**src/design/adcc_pkg.sv**
```systemverilog
// Package for the converter control block: field layouts, encodings, reset values, state types
package adcc_pkg;
   // Converter timing defaults, in clock and converter-clock cycles
   localparam int ADC_DIV_DEF = 4;
   localparam int CONV_CYC_DEF = 7;
   localparam logic [4:0] GAIN_EXTRA = 5'h01;
   // Field positions inside the 8-bit configuration write data
   localparam int CTRLA_EN_POS = 0;
   localparam int CTRLA_START_POS = 1;
   localparam int CTRLA_INTC_POS = 2;
   localparam int SECOND_CONTROL_REGISTER_SIGNED_POS = 0;
   localparam int SECOND_CONTROL_REGISTER_FREERUN_POS = 1;
   localparam int REF_SRC_POS = 4;
   localparam int CH_MODE_POS = 0;
   localparam int CH_GAIN_POS = 2;
   localparam int MUX_NEG_POS = 0;
   localparam int MUX_POS_POS = 3;
   // Encodings that this revision does not implement, and the gain-stage input mode
   localparam logic [2:0] GAIN_HALF = 3'h7;
   localparam logic [2:0] REF_HALF_SUPPLY = 3'h2;
   localparam logic [2:0] NEG_INTERNAL_GND = 3'h5;
   localparam logic [1:0] MODE_DIFF_GAIN = 2'h3;
   // Values after reset
   localparam logic [2:0] GAIN_RST = 3'h0;
   localparam logic [2:0] REF_RST = 3'h0;
   localparam logic [1:0] MODE_RST = 2'h0;
   localparam logic [11:0] CMP_RST = 12'h000;

   typedef enum logic [2:0] {
      FLD_CTRLA = 3'h0,
      FLD_SECOND_CONTROL_REGISTER = 3'h1,
      FLD_REFERENCE_CONTROL_REGISTER = 3'h2,
      FLD_CHCTRL = 3'h3,
      FLD_INPUT_ROUTING_REGISTER = 3'h4,
      FLD_SWEEP = 3'h5,
      FLD_CMPL = 3'h6,
      FLD_CMPH = 3'h7
   } adcc_field_t;

   typedef enum logic [1:0] {
      INTC_COMPLETE = 2'h0,
      INTC_BELOW = 2'h1,
      INTC_ABOVE = 2'h2
   } adcc_intc_t;

   typedef enum logic {
      ST_IDLE = 1'b0,
      ST_CONV = 1'b1
   } adcc_state_t;

   typedef struct packed {
      logic wr;
      adcc_field_t field;
      logic [7:0] data;
   } adcc_wr_t;

   typedef struct packed {
      logic en;
      logic freerun;
      logic signed_md;
      logic [1:0] intc;
      logic [2:0] ref_src;
      logic [2:0] gain;
      logic [1:0] in_mode;
      logic [3:0] pos_sel;
      logic [2:0] neg_sel;
      logic [11:0] cmp_val;
   } adcc_cfg_t;

   typedef struct packed {
      logic [11:0] data;
      logic valid;
      logic ok;
      logic evt;
   } adcc_res_t;

   typedef struct packed {
      adcc_state_t st;
      adcc_cfg_t cfg;
      logic [7:0] div;
      logic [4:0] ticks;
      logic [4:0] lat;
      logic gain_used;
      logic single;
      adcc_res_t res;
      logic cmp_flag;
      logic busy;
   } adcc_regs_t;
endpackage

```
**src/design/adcc_ctrl.sv**
```systemverilog
// Converter control block: configuration filter, conversion sequencing, event and compare flag
// Overview of operation
// - Event output pulses on every completed conversion, whatever the compare condition.
// - Gain stage adds exactly one converter clock of latency for any gain.
// - Single conversions through the gain stage give results with the ok flag cleared (valid still pulses).
// - Writes configuring missing options leave the affected settings unchanged, like reserved locations.
// - Half-gain encoding leaves the channel gain unchanged.
// - Half-supply reference encoding leaves the reference selection unchanged.
// - Internal ground as negative input is refused; the write is ignored.
// - Channel sweep register is absent; its accesses do nothing.
// - Current limit field ignores writes.
// - Gain-stage impedance bit ignores writes.
`timescale 1ns/10ps
`default_nettype none
module adcc_ctrl #(
   parameter int ADC_DIV = adcc_pkg::ADC_DIV_DEF,
   parameter int CONV_CYCLES = adcc_pkg::CONV_CYC_DEF
) (
   input wire logic clk,
   input wire logic srst,
   input wire adcc_pkg::adcc_wr_t cfg_wr,
   input wire logic [11:0] sample_data,
   input wire logic cmp_flag_clr,
   output adcc_pkg::adcc_cfg_t cfg_view,
   output adcc_pkg::adcc_res_t result,
   output logic cmp_flag,
   output logic busy
);
   import adcc_pkg::*;

   adcc_regs_t q_r;
   adcc_regs_t q_nxt;
   logic tick;
   logic done;
   logic begin_conv;

   function automatic logic cmp_hit(input logic [1:0] intc, input logic sgn, input logic [11:0] v,
                                    input logic [11:0] thr);
      logic below;
      below = sgn ? ($signed(v) < $signed(thr)) : (v < thr);
      case (intc)
         INTC_BELOW: cmp_hit = below;
         INTC_ABOVE: cmp_hit = !below && (v != thr);
         default: cmp_hit = 1'b0;
      endcase
   endfunction

   always_comb begin
      q_nxt = q_r;
      q_nxt.res.valid = 1'b0;
      q_nxt.res.evt = 1'b0;
      tick = (q_r.st == ST_CONV) && (q_r.div == 8'(ADC_DIV - 1));
      done = tick && (q_r.ticks == q_r.lat - 5'h01);
      begin_conv = 1'b0;

      // Configuration writes; refused encodings leave the field as it was
      if (cfg_wr.wr) begin
         unique case (cfg_wr.field)
            FLD_CTRLA: begin
               q_nxt.cfg.en = cfg_wr.data[CTRLA_EN_POS];
               q_nxt.cfg.intc = cfg_wr.data[CTRLA_INTC_POS +: 2];
            end
            FLD_SECOND_CONTROL_REGISTER: begin
               // Current limit and impedance bits are not stored at all
               q_nxt.cfg.signed_md = cfg_wr.data[SECOND_CONTROL_REGISTER_SIGNED_POS];
               q_nxt.cfg.freerun = cfg_wr.data[SECOND_CONTROL_REGISTER_FREERUN_POS];
            end
            FLD_REFERENCE_CONTROL_REGISTER: begin
               if (cfg_wr.data[REF_SRC_POS +: 3] != REF_HALF_SUPPLY) begin
                  q_nxt.cfg.ref_src = cfg_wr.data[REF_SRC_POS +: 3];
               end
            end
            FLD_CHCTRL: begin
               q_nxt.cfg.in_mode = cfg_wr.data[CH_MODE_POS +: 2];
               if (cfg_wr.data[CH_GAIN_POS +: 3] != GAIN_HALF) begin
                  q_nxt.cfg.gain = cfg_wr.data[CH_GAIN_POS +: 3];
               end
            end
            FLD_INPUT_ROUTING_REGISTER: begin
               if (cfg_wr.data[MUX_NEG_POS +: 3] != NEG_INTERNAL_GND) begin
                  q_nxt.cfg.neg_sel = cfg_wr.data[MUX_NEG_POS +: 3];
                  q_nxt.cfg.pos_sel = cfg_wr.data[MUX_POS_POS +: 4];
               end
            end
            FLD_SWEEP: begin
               q_nxt.cfg = q_r.cfg;
            end
            FLD_CMPL: q_nxt.cfg.cmp_val[7:0] = cfg_wr.data;
            FLD_CMPH: q_nxt.cfg.cmp_val[11:8] = cfg_wr.data[3:0];
         endcase
      end

      unique case (q_r.st)
         ST_IDLE: begin
            // A start request arriving with the block disabled is dropped, not queued
            if (q_r.cfg.en && (q_r.cfg.freerun ||
                (cfg_wr.wr && cfg_wr.field == FLD_CTRLA && cfg_wr.data[CTRLA_START_POS]))) begin
               begin_conv = 1'b1;
            end
         end
         ST_CONV: begin
            if (tick) begin
               q_nxt.ticks = q_r.ticks + 5'h01;
            end
            q_nxt.div = tick ? 8'h00 : q_r.div + 8'h01;
            if (done) begin
               q_nxt.st = ST_IDLE;
               q_nxt.res.data = sample_data;
               q_nxt.res.valid = 1'b1;
               q_nxt.res.evt = 1'b1;
               q_nxt.res.ok = !(q_r.gain_used && q_r.single);
               // Free-running restarts back to back so the sample rate stays constant
               begin_conv = q_r.cfg.en && q_r.cfg.freerun;
            end
            if (!q_r.cfg.en) begin
               q_nxt.st = ST_IDLE;
            end
         end
      endcase

      if (begin_conv) begin
         q_nxt.st = ST_CONV;
         q_nxt.div = 8'h00;
         q_nxt.ticks = 5'h00;
         q_nxt.gain_used = (q_r.cfg.in_mode == MODE_DIFF_GAIN);
         q_nxt.single = !q_r.cfg.freerun;
         // Latency grows by one converter clock only, whatever the gain
         q_nxt.lat = 5'(CONV_CYCLES) + ((q_r.cfg.in_mode == MODE_DIFF_GAIN) ? GAIN_EXTRA : 5'h00);
      end
      q_nxt.busy = (q_nxt.st == ST_CONV);

      // Clear loses to a set in the same cycle; the event output is not gated here
      if (cmp_flag_clr) begin
         q_nxt.cmp_flag = 1'b0;
      end
      if (done && cmp_hit(q_r.cfg.intc, q_r.cfg.signed_md, sample_data, q_r.cfg.cmp_val)) begin
         q_nxt.cmp_flag = 1'b1;
      end
   end

   always_ff @(posedge clk) begin
      if (srst) begin
         q_r <= '0;
         q_r.st <= ST_IDLE;
         q_r.cfg.gain <= GAIN_RST;
         q_r.cfg.ref_src <= REF_RST;
         q_r.cfg.in_mode <= MODE_RST;
         q_r.cfg.cmp_val <= CMP_RST;
         q_r.cfg.intc <= INTC_COMPLETE;
      end else begin
         q_r <= q_nxt;
      end
   end

   assign cfg_view = q_r.cfg;
   assign result = q_r.res;
   assign cmp_flag = q_r.cmp_flag;
   assign busy = q_r.busy;

   // Helper: clock cycles since the current conversion began
   logic [15:0] conv_clk_r;
   always_ff @(posedge clk) begin
      if (srst) begin
         conv_clk_r <= 16'h0000;
      end else begin
         conv_clk_r <= begin_conv ? 16'h0001 : conv_clk_r + 16'h0001;
      end
   end
endmodule
`default_nettype wire

```
**config.mk**
```make
export PLATFORM = sky130hd
export DESIGN_NAME = adcc_ctrl
export DESIGN_NICKNAME = d
export VERILOG_FILES = /design/src/design/adcc_pkg.sv /design/src/design/adcc_ctrl.sv
export SDC_FILE = /design/constraint.sdc
export NUM_CORES = 1
export LEC_CHECK = 0
export BUFFER_PORTS_ARGS = -buffer_cell sky130_fd_sc_hd__clkbuf_2
export CELL_PAD_IN_SITES_DETAIL_PLACEMENT = 1
export CELL_PAD_IN_SITES_GLOBAL_PLACEMENT = 2
export CORE_AREA = 2 2 105 107
export CTS_BUF_LIST = sky130_fd_sc_hd__clkbuf_8
export CTS_CLUSTER_SIZE = 12
export DETAILED_ROUTE_END_ITERATION = 8
export DIE_AREA = 0 0 107 109
export HOLD_SLACK_MARGIN = 0.1
export PLACE_DENSITY_LB_ADDON = 0.12
export RECOVER_POWER = 100
export SLEW_MARGIN = 5
export SYNTH_ARGS = -nofsm -noshare
export SYNTH_HDL_FRONTEND = slang
export SYNTH_SLANG_ARGS = --single-unit
```
**constraint.sdc**
```tcl
create_clock -name clk -period 2.9 [get_ports clk]
set_input_delay 0.58 -clock clk [delete_from_list [all_inputs] [get_ports clk]]
set_output_delay 0.58 -clock clk [all_outputs]
set_load 0.01 [all_outputs]
```
==> out/results.env, run 1 <==
STATUS='complete, but fails checks'
FAILING_CHECKS='capacitance limit, slew limit'
SYNTHESIS.YOSYS.WARNINGS=0
BIGGEST_AREA_CONTRIBUTORS_IN_THE_SYNTHESIZED_NETLIST='dfxtp_1 39%, buf_4 11%, ha_1 6.5%, nand2_1 6.3%, nor2_1 5.9%'
ROUTED_WIRELENGTH_MICRONS=8260
COUNT_OF_UNRESOLVED_DRC_VIOLATIONS_AFTER_ROUTING=0
MAX_SLEW.WORST_PIN.SLEW_NS=1.85
CTS_MADE_BUFFERS=9
ENDPOINT_KIND='register'
PRECTSSETUPSLACK_NS=0.421
ANTENNA_CELLS_INSERTED=0
LAYOUT-DRIVE-GT1-SHARE_PCT=11.1
ANTENNA_LEFT=0
PLACE_HPWL_MICRONS=6110
DRT_ITER0_MARKERS=57
PERIOD_MINUS_SLACK_NS=2.36
CRITICAL_PATH_BUF_INV_COUNT=0
SYNTH.MUX.AREA_FRACTION_PCT=4.26
CRITPATHLAUNCHTYPE='register'
POST_DP_CELL_AREA_SQ_UM=3450
GPL.FINAL_WEIGHTED_CONGESTION=0.760
TOTAL_POWER_mW=1.89
HP-CLASS='register to register'
FIRST_GLOBAL_VIAS=2611
REQUIRED_NS=3.12
CTS-ROOT-BUF='clkbuf_8'
GLOBALROUTE.TOTALOVERFLOW=0
DIE_HEIGHT_MICRONS=109
SYN_NETS=442
YS_ASYNC_SR_FRACTION_PCT=0
FINAL_NET_COUNT=470
DIE-WIDTH_MICRONS=107
ANTENNA_FOUND_INITIAL=0
AVG_VIAS_PER_CELL=4.60
STD_CELL_ROWS=38
FILL_CELLS=1324
WORSTREGTOREGCELLS=6
CRITICAL_PATH_ARRIVAL_NS=2.58
IO_BUFFERS=75
START_UTIL_PCT=31.0
CRIT_CHAIN='or4_1 > nor4_4 > and4_1 > o21ai_0 > nand2b_1 > nor2_1'
CTS.REPORTEDPATHS.CLKPINSLEW_NS=0.07
WORST_HOLD_STARTPOINT='q_r[17]'
HTREE_NUM_LEVELS=3
SYNTH-EDFF-COUNT=0
IR_DROP_mV=0.221
CORE_SQ_UM=10600
YOSYS.AREA.TOP_TYPE='dfxtp_1'
SYNTH_AREA_IN_COMPOUND_GATES_PCT=9.33
FIRST_PASS_GRT_WIRE_LENGTH_MICRONS=13200
SYNTH_TOP_FLOP_CELL='dfxtp_1'
SYN_AREA_SQ_UM=3290
ROUTED_WIRE_LENGTH_PER_INSTANCE_MICRONS=14.5
FINISH.INSTANCE_AREA_SQ_UM=3600
CRITICAL_PATH.REG2REG.STARTPOINT='q_r[31]'
CTS.SINKS=64
SYNTH-XOR-AREA-SHARE_PCT=3.46
MIN_PATH_CELLS=1
TRITONCTS='built'
MIN_TO='result[1]'
RR_ENDPOINT='q_r[24]'
TOP_LEVEL_PORTS=76
CRIT_PATH_MAX_FANOUT=7
FLOORPLAN.DIE_AREA_SQ_UM=11700
CRITICAL_PATH.TOP_DELAY_FAMILY='simple AND/OR/NAND/NOR gates'
LENGTH_OF_THE_FIRST_DETAILED_ROUTING_PASS_IN_ITERATIONS=4
TIMING.CRITICAL_PATH.SLOWEST_STAGE_CELL='or4_1'
SYNTH-SEQ-AREA-SHARE_PCT=39.0
TIMING.CRITICAL_PATH.SLOWEST_CELL_DELAY_NS=0.58
SYNTH_TOP_FAMILY_BY_AREA='simple AND/OR/NAND/NOR gates'
AREA.GROWTH.SYNTH_TO_FINAL_PCT=9.63
FF2FF_SETUP_SLACK_NS=0.54
TNS_NS=0
NETLIST_INSTANCES=398
DRV_SLEW=40
NETLIST.AREA_LEADER.SHARE_PCT=39.0
MAX-CLOCK-PATH-BUFFERS=2
POST_SYNTH.CELL_AREA_AVG_SQ_UM=8.26
CLK-INSERTION-DELAY-LATE_NS=0.35
SYNTH_SIMPLE_GATE_AREA_SHARE_PCT=22.5
SYNTH_SEQ_CELLS=64
ROUTE.VIAS.TOTAL=2626
DRV.MAX_CAP_VIOLATION_COUNT=1
GR-USAGE-ALL-LAYERS_PCT=14.7
CTS_SETUP_BUFFERS=0
FINALWORSTSETUPSLACK_NS=0.543
CRIT_TYPE='register to register'
NETLIST-CELL-TYPE-COUNT=43
GRT_MAX_DEGREE=40
POWER.DENSITY_nW_PER_UM2=524
MIN_PERIOD_OVER_PERIOD_PCT=81.3
LEAKAGE_nW=1.38
MAX_SLEW_MARGIN_PCT=-23.1
CTSHOLDBUFFERS=0
FINCLKSKEW_NS=0.00641
FINAL_SETUP_VIOLS=0
REPORT.FINAL.HOLD_VIOL_COUNT=0
HOLD-WORST-SLACK_NS=0.449
UNREPAIRED_SETUP_ENDPOINTS_AFTER_GLOBAL_ROUTING='no'
CTSRESIZECOUNT=0
MAX_CLOCK_FREQ_MHz=424
SYNTH_AREA_IN_ADDERS_PCT=6.47
==> cell families (layout without fill, tap and decap cells) <==
| family | count (synthesis) | after routing |
|---|---|---|
| compound gates | 55 | 55 |
| xor+xnor | 13 | 13 |
| fa+ha+maj | 17 | 17 |
| buf+inv | 82 | 115 |
| flops | 64 | 64 |
| mux | 14 | 14 |
| simple gates | 153 | 153 |
==> Yosys cell counts, drive strengths merged (6+ instances only) <==
library cell,n
nor2,52
nand2,55
mux2i,14
xor2,9
o21ai,7
nand4,6
inv,19
ha,17
a21oi,37
dfxtp,64
buf,49
clkbuf,14
nand3,7
==> registers in the layout (all words and copies together), names as in the netlist <==
signal and count:
result 14, q_r 16, busy 1, cmp_flag 1, cfg_view 32
==> power by group <==
| part | leakage, nW | internal [mW] | switching [mW] |
|---|---|---|---|
| registers | 0.517 | 0.889 | 0.00790 |
| logic | 0.749 | 0.0468 | 0.0808 |
| clock network | 0.110 | 0.503 | 0.361 |
==> layout by cell type (no fill, tap or decap), drive strengths merged, types with 2 or more instances in the layout <==
cell and instances:
xor2 9, nor4 2, a211oi 3, nand2b 2, clkinvlp 2, or4b 2, buf 3, and4 4
o21ai 7, or2 2, a21oi 37, dfxtp 64, a311oi 2, mux2i 14, clkbuf 87, nand2 55
or4 2, inv 20, ha 17, nor2 52, nor2b 5, nand3 7, nor3 5, and3 3
xnor2 4, nand3b 2, nand4 6, bufinv 2
==> per-layer routing <==
layer / up-vias / track usage (%) / share of wire (%)
met5: - / 0 / 0
met4: 0 / 5.29 / 1.3
met3: 10 / 4.00 / 3.7
met2: 44 / 25.3 / 50
met1: 1243 / 17.7 / 45
li1: 1329 / - / -
==> layout make-up <==
class / instances / area (sq um) / share of cell area (%)
flip-flops and latches: 64 / 1280 / 35.6
clock buffers: 10 / 138 / 3.82
well taps: 140 / 175 / 4.86
multi-input cells: 252 / 1510 / 41.9
repair buffers: 80 / 344 / 9.55
clock inverters: 6 / 83.8 / 2.33
inverters: 19 / 71.3 / 1.98
==> worst max path at each step <==
stage                         from  endpoint  slack, ns  depth (start not counted)
finish                     q_r[31]   q_r[24]       0.54                          6
global placement    sample_data[1]  cmp_flag       0.45                          8
global route               q_r[18]   q_r[24]       0.27                          8
floorplan           sample_data[9]  cmp_flag       0.63                          7
detailed placement  sample_data[1]  cmp_flag       0.42                          8
CTS                    cfg_view[1]  cmp_flag       0.61                          8
==> per-stage QoR <==
step	instances	utilization (%)
final	571	34.0
after global routing	571	34.0
after CTS	571	34.7
after detailed placement	555	32.6
after global placement	555	32.6
after floorplan	398	-
Power figures use the tool's default switching activity.
==> inputs of run 2 (changes only) <==
CORE_AREA = 2 2 110 112   (was 2 2 105 107)
DIE_AREA = 0 0 112 114   (was 0 0 107 109)
clock period = 1.9 ns   (was 2.9 ns; I/O delays follow)
==> out/results.env, run 2 (synthesis gave the netlist of run 1 again) <==
PRECTSSETUPSLACK_NS=-0.401
TOTAL_POWER_mW=2.69
IR_DROP_mV=0.307
FIRST_GLOBAL_VIAS=2948
CRIT_CHAIN='inv_2 > ha_4 > nor2b_4 > o211ai_1 > a21oi_2 > or4b_4 > and4_1 > or3_1'
AVG_VIAS_PER_CELL=4.56
FINAL_CORE_UTILIZATION_PCT=36.3
FINAL_NET_COUNT=517
CRIT_PATH_MAX_FANOUT=3
COUNT_OF_UNRESOLVED_DRC_VIOLATIONS_AFTER_ROUTING=0
LAYOUT_COMMON_CELLS='60 x dfxtp_1, 56 x clkbuf_1, 45 x nor2_1'
AREA.GROWTH.SYNTH_TO_FINAL_PCT=29.5
FAILING_CHECKS='setup timing'
MAX_SLEW.WORST_PIN.SLEW_NS=0.580
CLK-INSERTION-DELAY-LATE_NS=0.36
DIE-WIDTH_MICRONS=112
CTS_MADE_BUFFERS=9
MET1WIRELENGTH_MICRONS=4030
ANTENNA_LEFT=0
MAX-CLOCK-PATH-BUFFERS=2
REPORT.FINAL.HOLD_VIOL_COUNT=0
ROUTE.VIAS.TOTAL=2840
GRT_MAX_DEGREE=37
DRV_SLEW=0
TRITONCTS='built'
TOP_LEVEL_PORTS=76
HP-CLASS='primary input to register'
CTSHOLDBUFFERS=0
MIN_PERIOD_OVER_PERIOD_PCT=111
POWER.DENSITY_nW_PER_UM2=633
GPL.FINAL_WEIGHTED_CONGESTION=0.774
HTREE_NUM_LEVELS=3
START_UTIL_PCT=28.1
PERIOD_MINUS_SLACK_NS=2.11
CRIT_TYPE='register to register'
ROUTED_WIRELENGTH_MICRONS=9180
FINALWORSTSETUPSLACK_NS=-0.214
CRITICAL_PATH_ARRIVAL_NS=2.35
MAX_SLEW_MARGIN_PCT=60.8
LAYOUT-DRIVE-GT1-SHARE_PCT=30.5
REQUIRED_NS=2.14
TIMING.CRITICAL_PATH.SLOWEST_CELL_DELAY_NS=0.55
CTS.REPORTEDPATHS.CLKPINSLEW_NS=0.07
LENGTH_OF_THE_FIRST_DETAILED_ROUTING_PASS_IN_ITERATIONS=4
FLOORPLAN.DIE_AREA_SQ_UM=12800
LAYOUT_COMMONEST_CELL='dfxtp_1'
MET3ROUTEDLENGTH_MICRONS=486
FINAL_SETUP_VIOLS=23
CORE_SQ_UM=11700
CRITPATHLAUNCHTYPE='register'
GLOBALROUTE.TOTALOVERFLOW=0
ANTENNA_FOUND_INITIAL=0
CTS-ROOT-BUF='clkbuf_8'
TIMING.CRITICAL_PATH.SLOWEST_STAGE_CELL='or4b_4'
FIRST_PASS_GRT_WIRE_LENGTH_MICRONS=14800
STATUS='complete, but fails checks'
MAX_CLOCK_FREQ_MHz=473
DRV.MAX_CAP_VIOLATION_COUNT=0
CTS.SINKS=64
MAX_FFS_PER_REGISTER=32
FINCLKSKEW_NS=0.00707
STD_CELL_ROWS=40
FINAL-INSTANCE-COUNT-EXCL-FILL=623
DIE_HEIGHT_MICRONS=114
POST-PLACE-CELLS=602
IO_BUFFERS=75
DRT_ITER0_MARKERS=56
ROUTED_WIRE_LENGTH_PER_INSTANCE_MICRONS=14.7
GR-USAGE-ALL-LAYERS_PCT=15.0
ENDPOINT_KIND='register'
LEAKAGE_nW=1.71
MET2_WIRELENGTH_MICRONS=4530
UNREPAIRED_SETUP_ENDPOINTS_AFTER_GLOBAL_ROUTING='yes'
PLACE_HPWL_MICRONS=6850
HIGHEST-SIGNAL-LAYER='met4'
ANTENNA_CELLS_INSERTED=0
run 2: timing repair:
action | in CTS | in global routing
pin swaps | 20 | 28
gates resized for setup | 19 | 53
cloned | 1 | 0
setup buffers | 5 | 2
endpoints found under the setup margin | 25 | 31
run 2: metal layers:
layer / global-route usage [%] / vias up
met2: 25.4 / 55
li1: - / 1426
met3: 6.06 / 8
met5: 0 / -
met4: 5.37 / 0
met1: 17.1 / 1351
run 2: cell type report:
cell class,instances,area (sq um)
multi-input combinational,252,1820
fill,1418,7460
sequential,64,1290
inverter,19,71.3
clock inverter,2,7.51
clock buffer,12,165
tap,147,184
timing repair buffer,127,724
run 2: metrics by stage:
stage / setup TNS (ns) / area, sq um / hold WS (ns)
2_1_floorplan: -0.135 / 3350 / 0.425
3_3_place_gp: -3.14 / 3840 / 0.439
3_5_place_dp: -3.49 / 3840 / 0.449
4_1_cts: -0.944 / 4140 / 0.216
5_1_grt: -2.95 / 4260 / 0.249
6_report: -0.731 / 4260 / 0.245
run 2: final timing paths:
path / slack [ns] / to / start / depth (start not counted)
max: -0.21 / cmp_flag / cfg_view[1] / 8
min: 0.24 / cfg_view[7] / cfg_wr[7] / 3
max reg2reg: -0.21 / cmp_flag / cfg_view[1] / 8
min reg2reg: 0.46 / result[9] / result[9] / 2
run 2: critical path, delay by kind of cell (launching register included):
kind	cells	cell delay [ns]
DFF	1	0.33
AOI/OAI and AO/OA	2	0.29
and+or+nand+nor	4	1.12
adders and majority gates	1	0.21
buffers and inverters	1	0.05
run 2: power by group:
group / internal [mW] / switching, mW
combinational: 0.105 / 0.154
sequential: 1.36 / 0.0101
clock: 0.557 / 0.511
==> inputs of run 3 (changes only) <==
CORE_AREA = 2 2 116 106   (was 2 2 110 112)
DIE_AREA = 0 0 118 108   (was 0 0 112 114)
MAX_ROUTING_LAYER = met4   (was not set)
==> out/results.env, run 3 (synthesis gave the netlist of run 1 again) <==
LENGTH_OF_THE_FIRST_DETAILED_ROUTING_PASS_IN_ITERATIONS=4
STORAGE_ELEMENT_AREA_SQ_UM=1290
DRV.MAX_CAP_VIOLATION_COUNT=0
DIE_HEIGHT_MICRONS=108
ANTENNA_LEFT=0
GPL.FINAL_WEIGHTED_CONGESTION=0.749
ANTENNA_CELLS_INSERTED=0
ROUTE.VIAS.TOTAL=2807
CTSHOLDBUFFERS=0
PERIOD_MINUS_SLACK_NS=2.06
CRIT_CHAIN='or4_4 > nor4_4 > buf_4 > nand3_4 > or4b_4 > a31oi_1 > or3_1'
GLOBALROUTE.TOTALOVERFLOW=0
GRT_MOST_USED_LAYER='met2'
LAYOUT_COMMONEST_CELL='dfxtp_1'
DRT_ITER0_MARKERS=63
FINAL_NET_COUNT=521
ROUTED_WIRELENGTH_MICRONS=9130
GR-USAGE-MET3_PCT=3.74
GRT_MAX_DEGREE=25
TOP_LEVEL_PORTS=76
MIN_PERIOD_OVER_PERIOD_PCT=109
IR_DROP_mV=0.395
CORE_SQ_UM=11400
CRIT_TYPE='register to register'
CTS-ROOT-BUF='clkbuf_8'
CRIT_PATH_MAX_FANOUT=2
TIMING.CRITICAL_PATH.SLOWEST_CELL_DELAY_NS=0.54
FILL_CELLS=1396
MAX-CLOCK-PATH-BUFFERS=2
CRIT_START='q_r[34]'
COUNT_OF_UNRESOLVED_DRC_VIOLATIONS_AFTER_ROUTING=0
FINISH.INSTANCE_AREA_SQ_UM=4280
MAX_SLEW_MARGIN_PCT=65.7
LAYOUT-DRIVE-GT1-SHARE_PCT=31.6
ANTENNA_FOUND_INITIAL=0
DIE-WIDTH_MICRONS=118
CRITPATHCAPTURE='cmp_flag'
TRITONCTS='built'
CTS.SINKS=64
AVG_VIAS_PER_CELL=4.41
POST_DP_CELL_AREA_SQ_UM=3860
IO_BUFFERS=75
TNS_NS=-1.48
FF2FF_SETUP_SLACK_NS=-0.16
MAX_CLOCK_FREQ_MHz=485
CTS_MADE_BUFFERS=9
FINAL_SETUP_VIOLS=25
STATUS='complete, but fails checks'
PLACE_HPWL_MICRONS=6830
HP-CLASS='primary input to register'
TIMING.CRITICAL_PATH.SLOWEST_STAGE_CELL='or4_4'
CRITICAL_PATH_CELL_COUNT=7
FIRST_GLOBAL_VIAS=2837
ROUTED_WIRE_LENGTH_PER_INSTANCE_MICRONS=14.3
MAX_FFS_PER_REGISTER=32
GRT_USE_MET1_PCT=17.6
START_UTIL_PCT=28.7
RR_ENDPOINT='cmp_flag'
REQUIRED_NS=2.19
CRITICAL_PATH_BUF_INV_COUNT=1
HTREE_NUM_LEVELS=3
POWER.DENSITY_nW_PER_UM2=596
GR-USAGE-ALL-LAYERS_PCT=15.0
REPORT.FINAL.HOLD_VIOL_COUNT=0
WORSTREGTOREGCELLS=7
UNREPAIRED_SETUP_ENDPOINTS_AFTER_GLOBAL_ROUTING='yes'
GLOBAL_ROUTING_USAGE_ON_MET2_PCT=25.3
CLK-INSERTION-DELAY-LATE_NS=0.34
MULTIINPUTGATEAREA_SQ_UM=1810
FLOORPLAN.DIE_AREA_SQ_UM=12700
CRITICAL_PATH_ARRIVAL_NS=2.35
ENDPOINT_KIND='register'
CRITICAL_PATH.REG2REG.STARTPOINT='q_r[34]'
FINALWORSTSETUPSLACK_NS=-0.163
LEAKAGE_nW=1.70
MAX_SLEW.WORST_PIN.SLEW_NS=0.514
CRITPATHLAUNCHTYPE='register'
STD_CELL_ROWS=37
FINCLKSKEW_NS=0.00781
LAYOUT_COMMON_CELLS='58 x dfxtp_1, 55 x clkbuf_1, 47 x nor2_1'
FIRST_PASS_GRT_WIRE_LENGTH_MICRONS=14400
DRV_SLEW=0
TOTAL_POWER_mW=2.55
CRITICAL_PATH.TOP_DELAY_FAMILY='simple AND/OR/NAND/NOR gates'
AREA.GROWTH.SYNTH_TO_FINAL_PCT=30.2
CTS.REPORTEDPATHS.CLKPINSLEW_NS=0.07
FAILING_CHECKS='setup timing'
-- run 3: worst register-to-register path, stage by stage (launching register included) --
cell	delay, ns
dfxtp_2	0.32
or4_4	0.54
nor4_4	0.13
buf_4	0.17
nand3_4	0.07
or4b_4	0.52
a31oi_1	0.14
or3_1	0.11
-- run 3: worst min-delay path by stage --
stage              start          end  slack [ns]  cells after the start
2_1_floorplan    q_r[17]    result[1]        0.42                      1
3_3_place_gp   result[7]    result[7]        0.44                      2
3_5_place_dp   result[7]    result[7]        0.44                      2
4_1_cts        cfg_wr[7]  cfg_view[7]        0.25                      3
5_1_grt        cfg_wr[7]  cfg_view[7]        0.27                      3
6_report       cfg_wr[7]  cfg_view[7]        0.27                      3
-- run 3: area by class of cell --
| type | count | area share, % |
|---|---|---|
| Multi-Input combinational cell | 252 | 42.3 |
| Timing Repair Buffer | 131 | 17.9 |
| Inverter | 19 | 1.67 |
| Sequential cell | 64 | 30.1 |
| Tap cell | 156 | 4.56 |
| Clock inverter | 6 | 0.555 |
| Clock buffer | 9 | 2.89 |
-- run 3: per-stage QoR --
step / worst slack (ns) / hold WS (ns) / cells / utilization [%]
after floorplan: -0.135 / 0.425 / 398 / -
final: -0.163 / 0.272 / 637 / 37.4
after global routing: -0.215 / 0.266 / 637 / 37.4
after CTS: -0.178 / 0.248 / 632 / 35.9
after detailed placement: -0.372 / 0.443 / 614 / 33.8
after global placement: -0.335 / 0.440 / 614 / 33.8
-- run 3: repair_timing --
item / 4_1_cts / 5_1_grt
buffers inserted: 2 / 6
endpoints found under the setup margin: 15 / 24
gates cloned: 1 / 0
gates resized for setup: 22 / 57
pin swaps: 9 / 34
-- run 3: where the power goes --
part / leakage, nW / switching [mW] / internal (mW)
Clock: 0.0953 / 0.490 / 0.440
Sequential: 0.520 / 0.00878 / 1.36
Combinational: 1.08 / 0.152 / 0.104
-- run 3: routing by layer --
layer  vias to the layer above  wire, microns
li1                       1432              -
met1                      1319           4220
met2                        47           4500
met3                         9            295
met4                         0            115
met5                         -              0
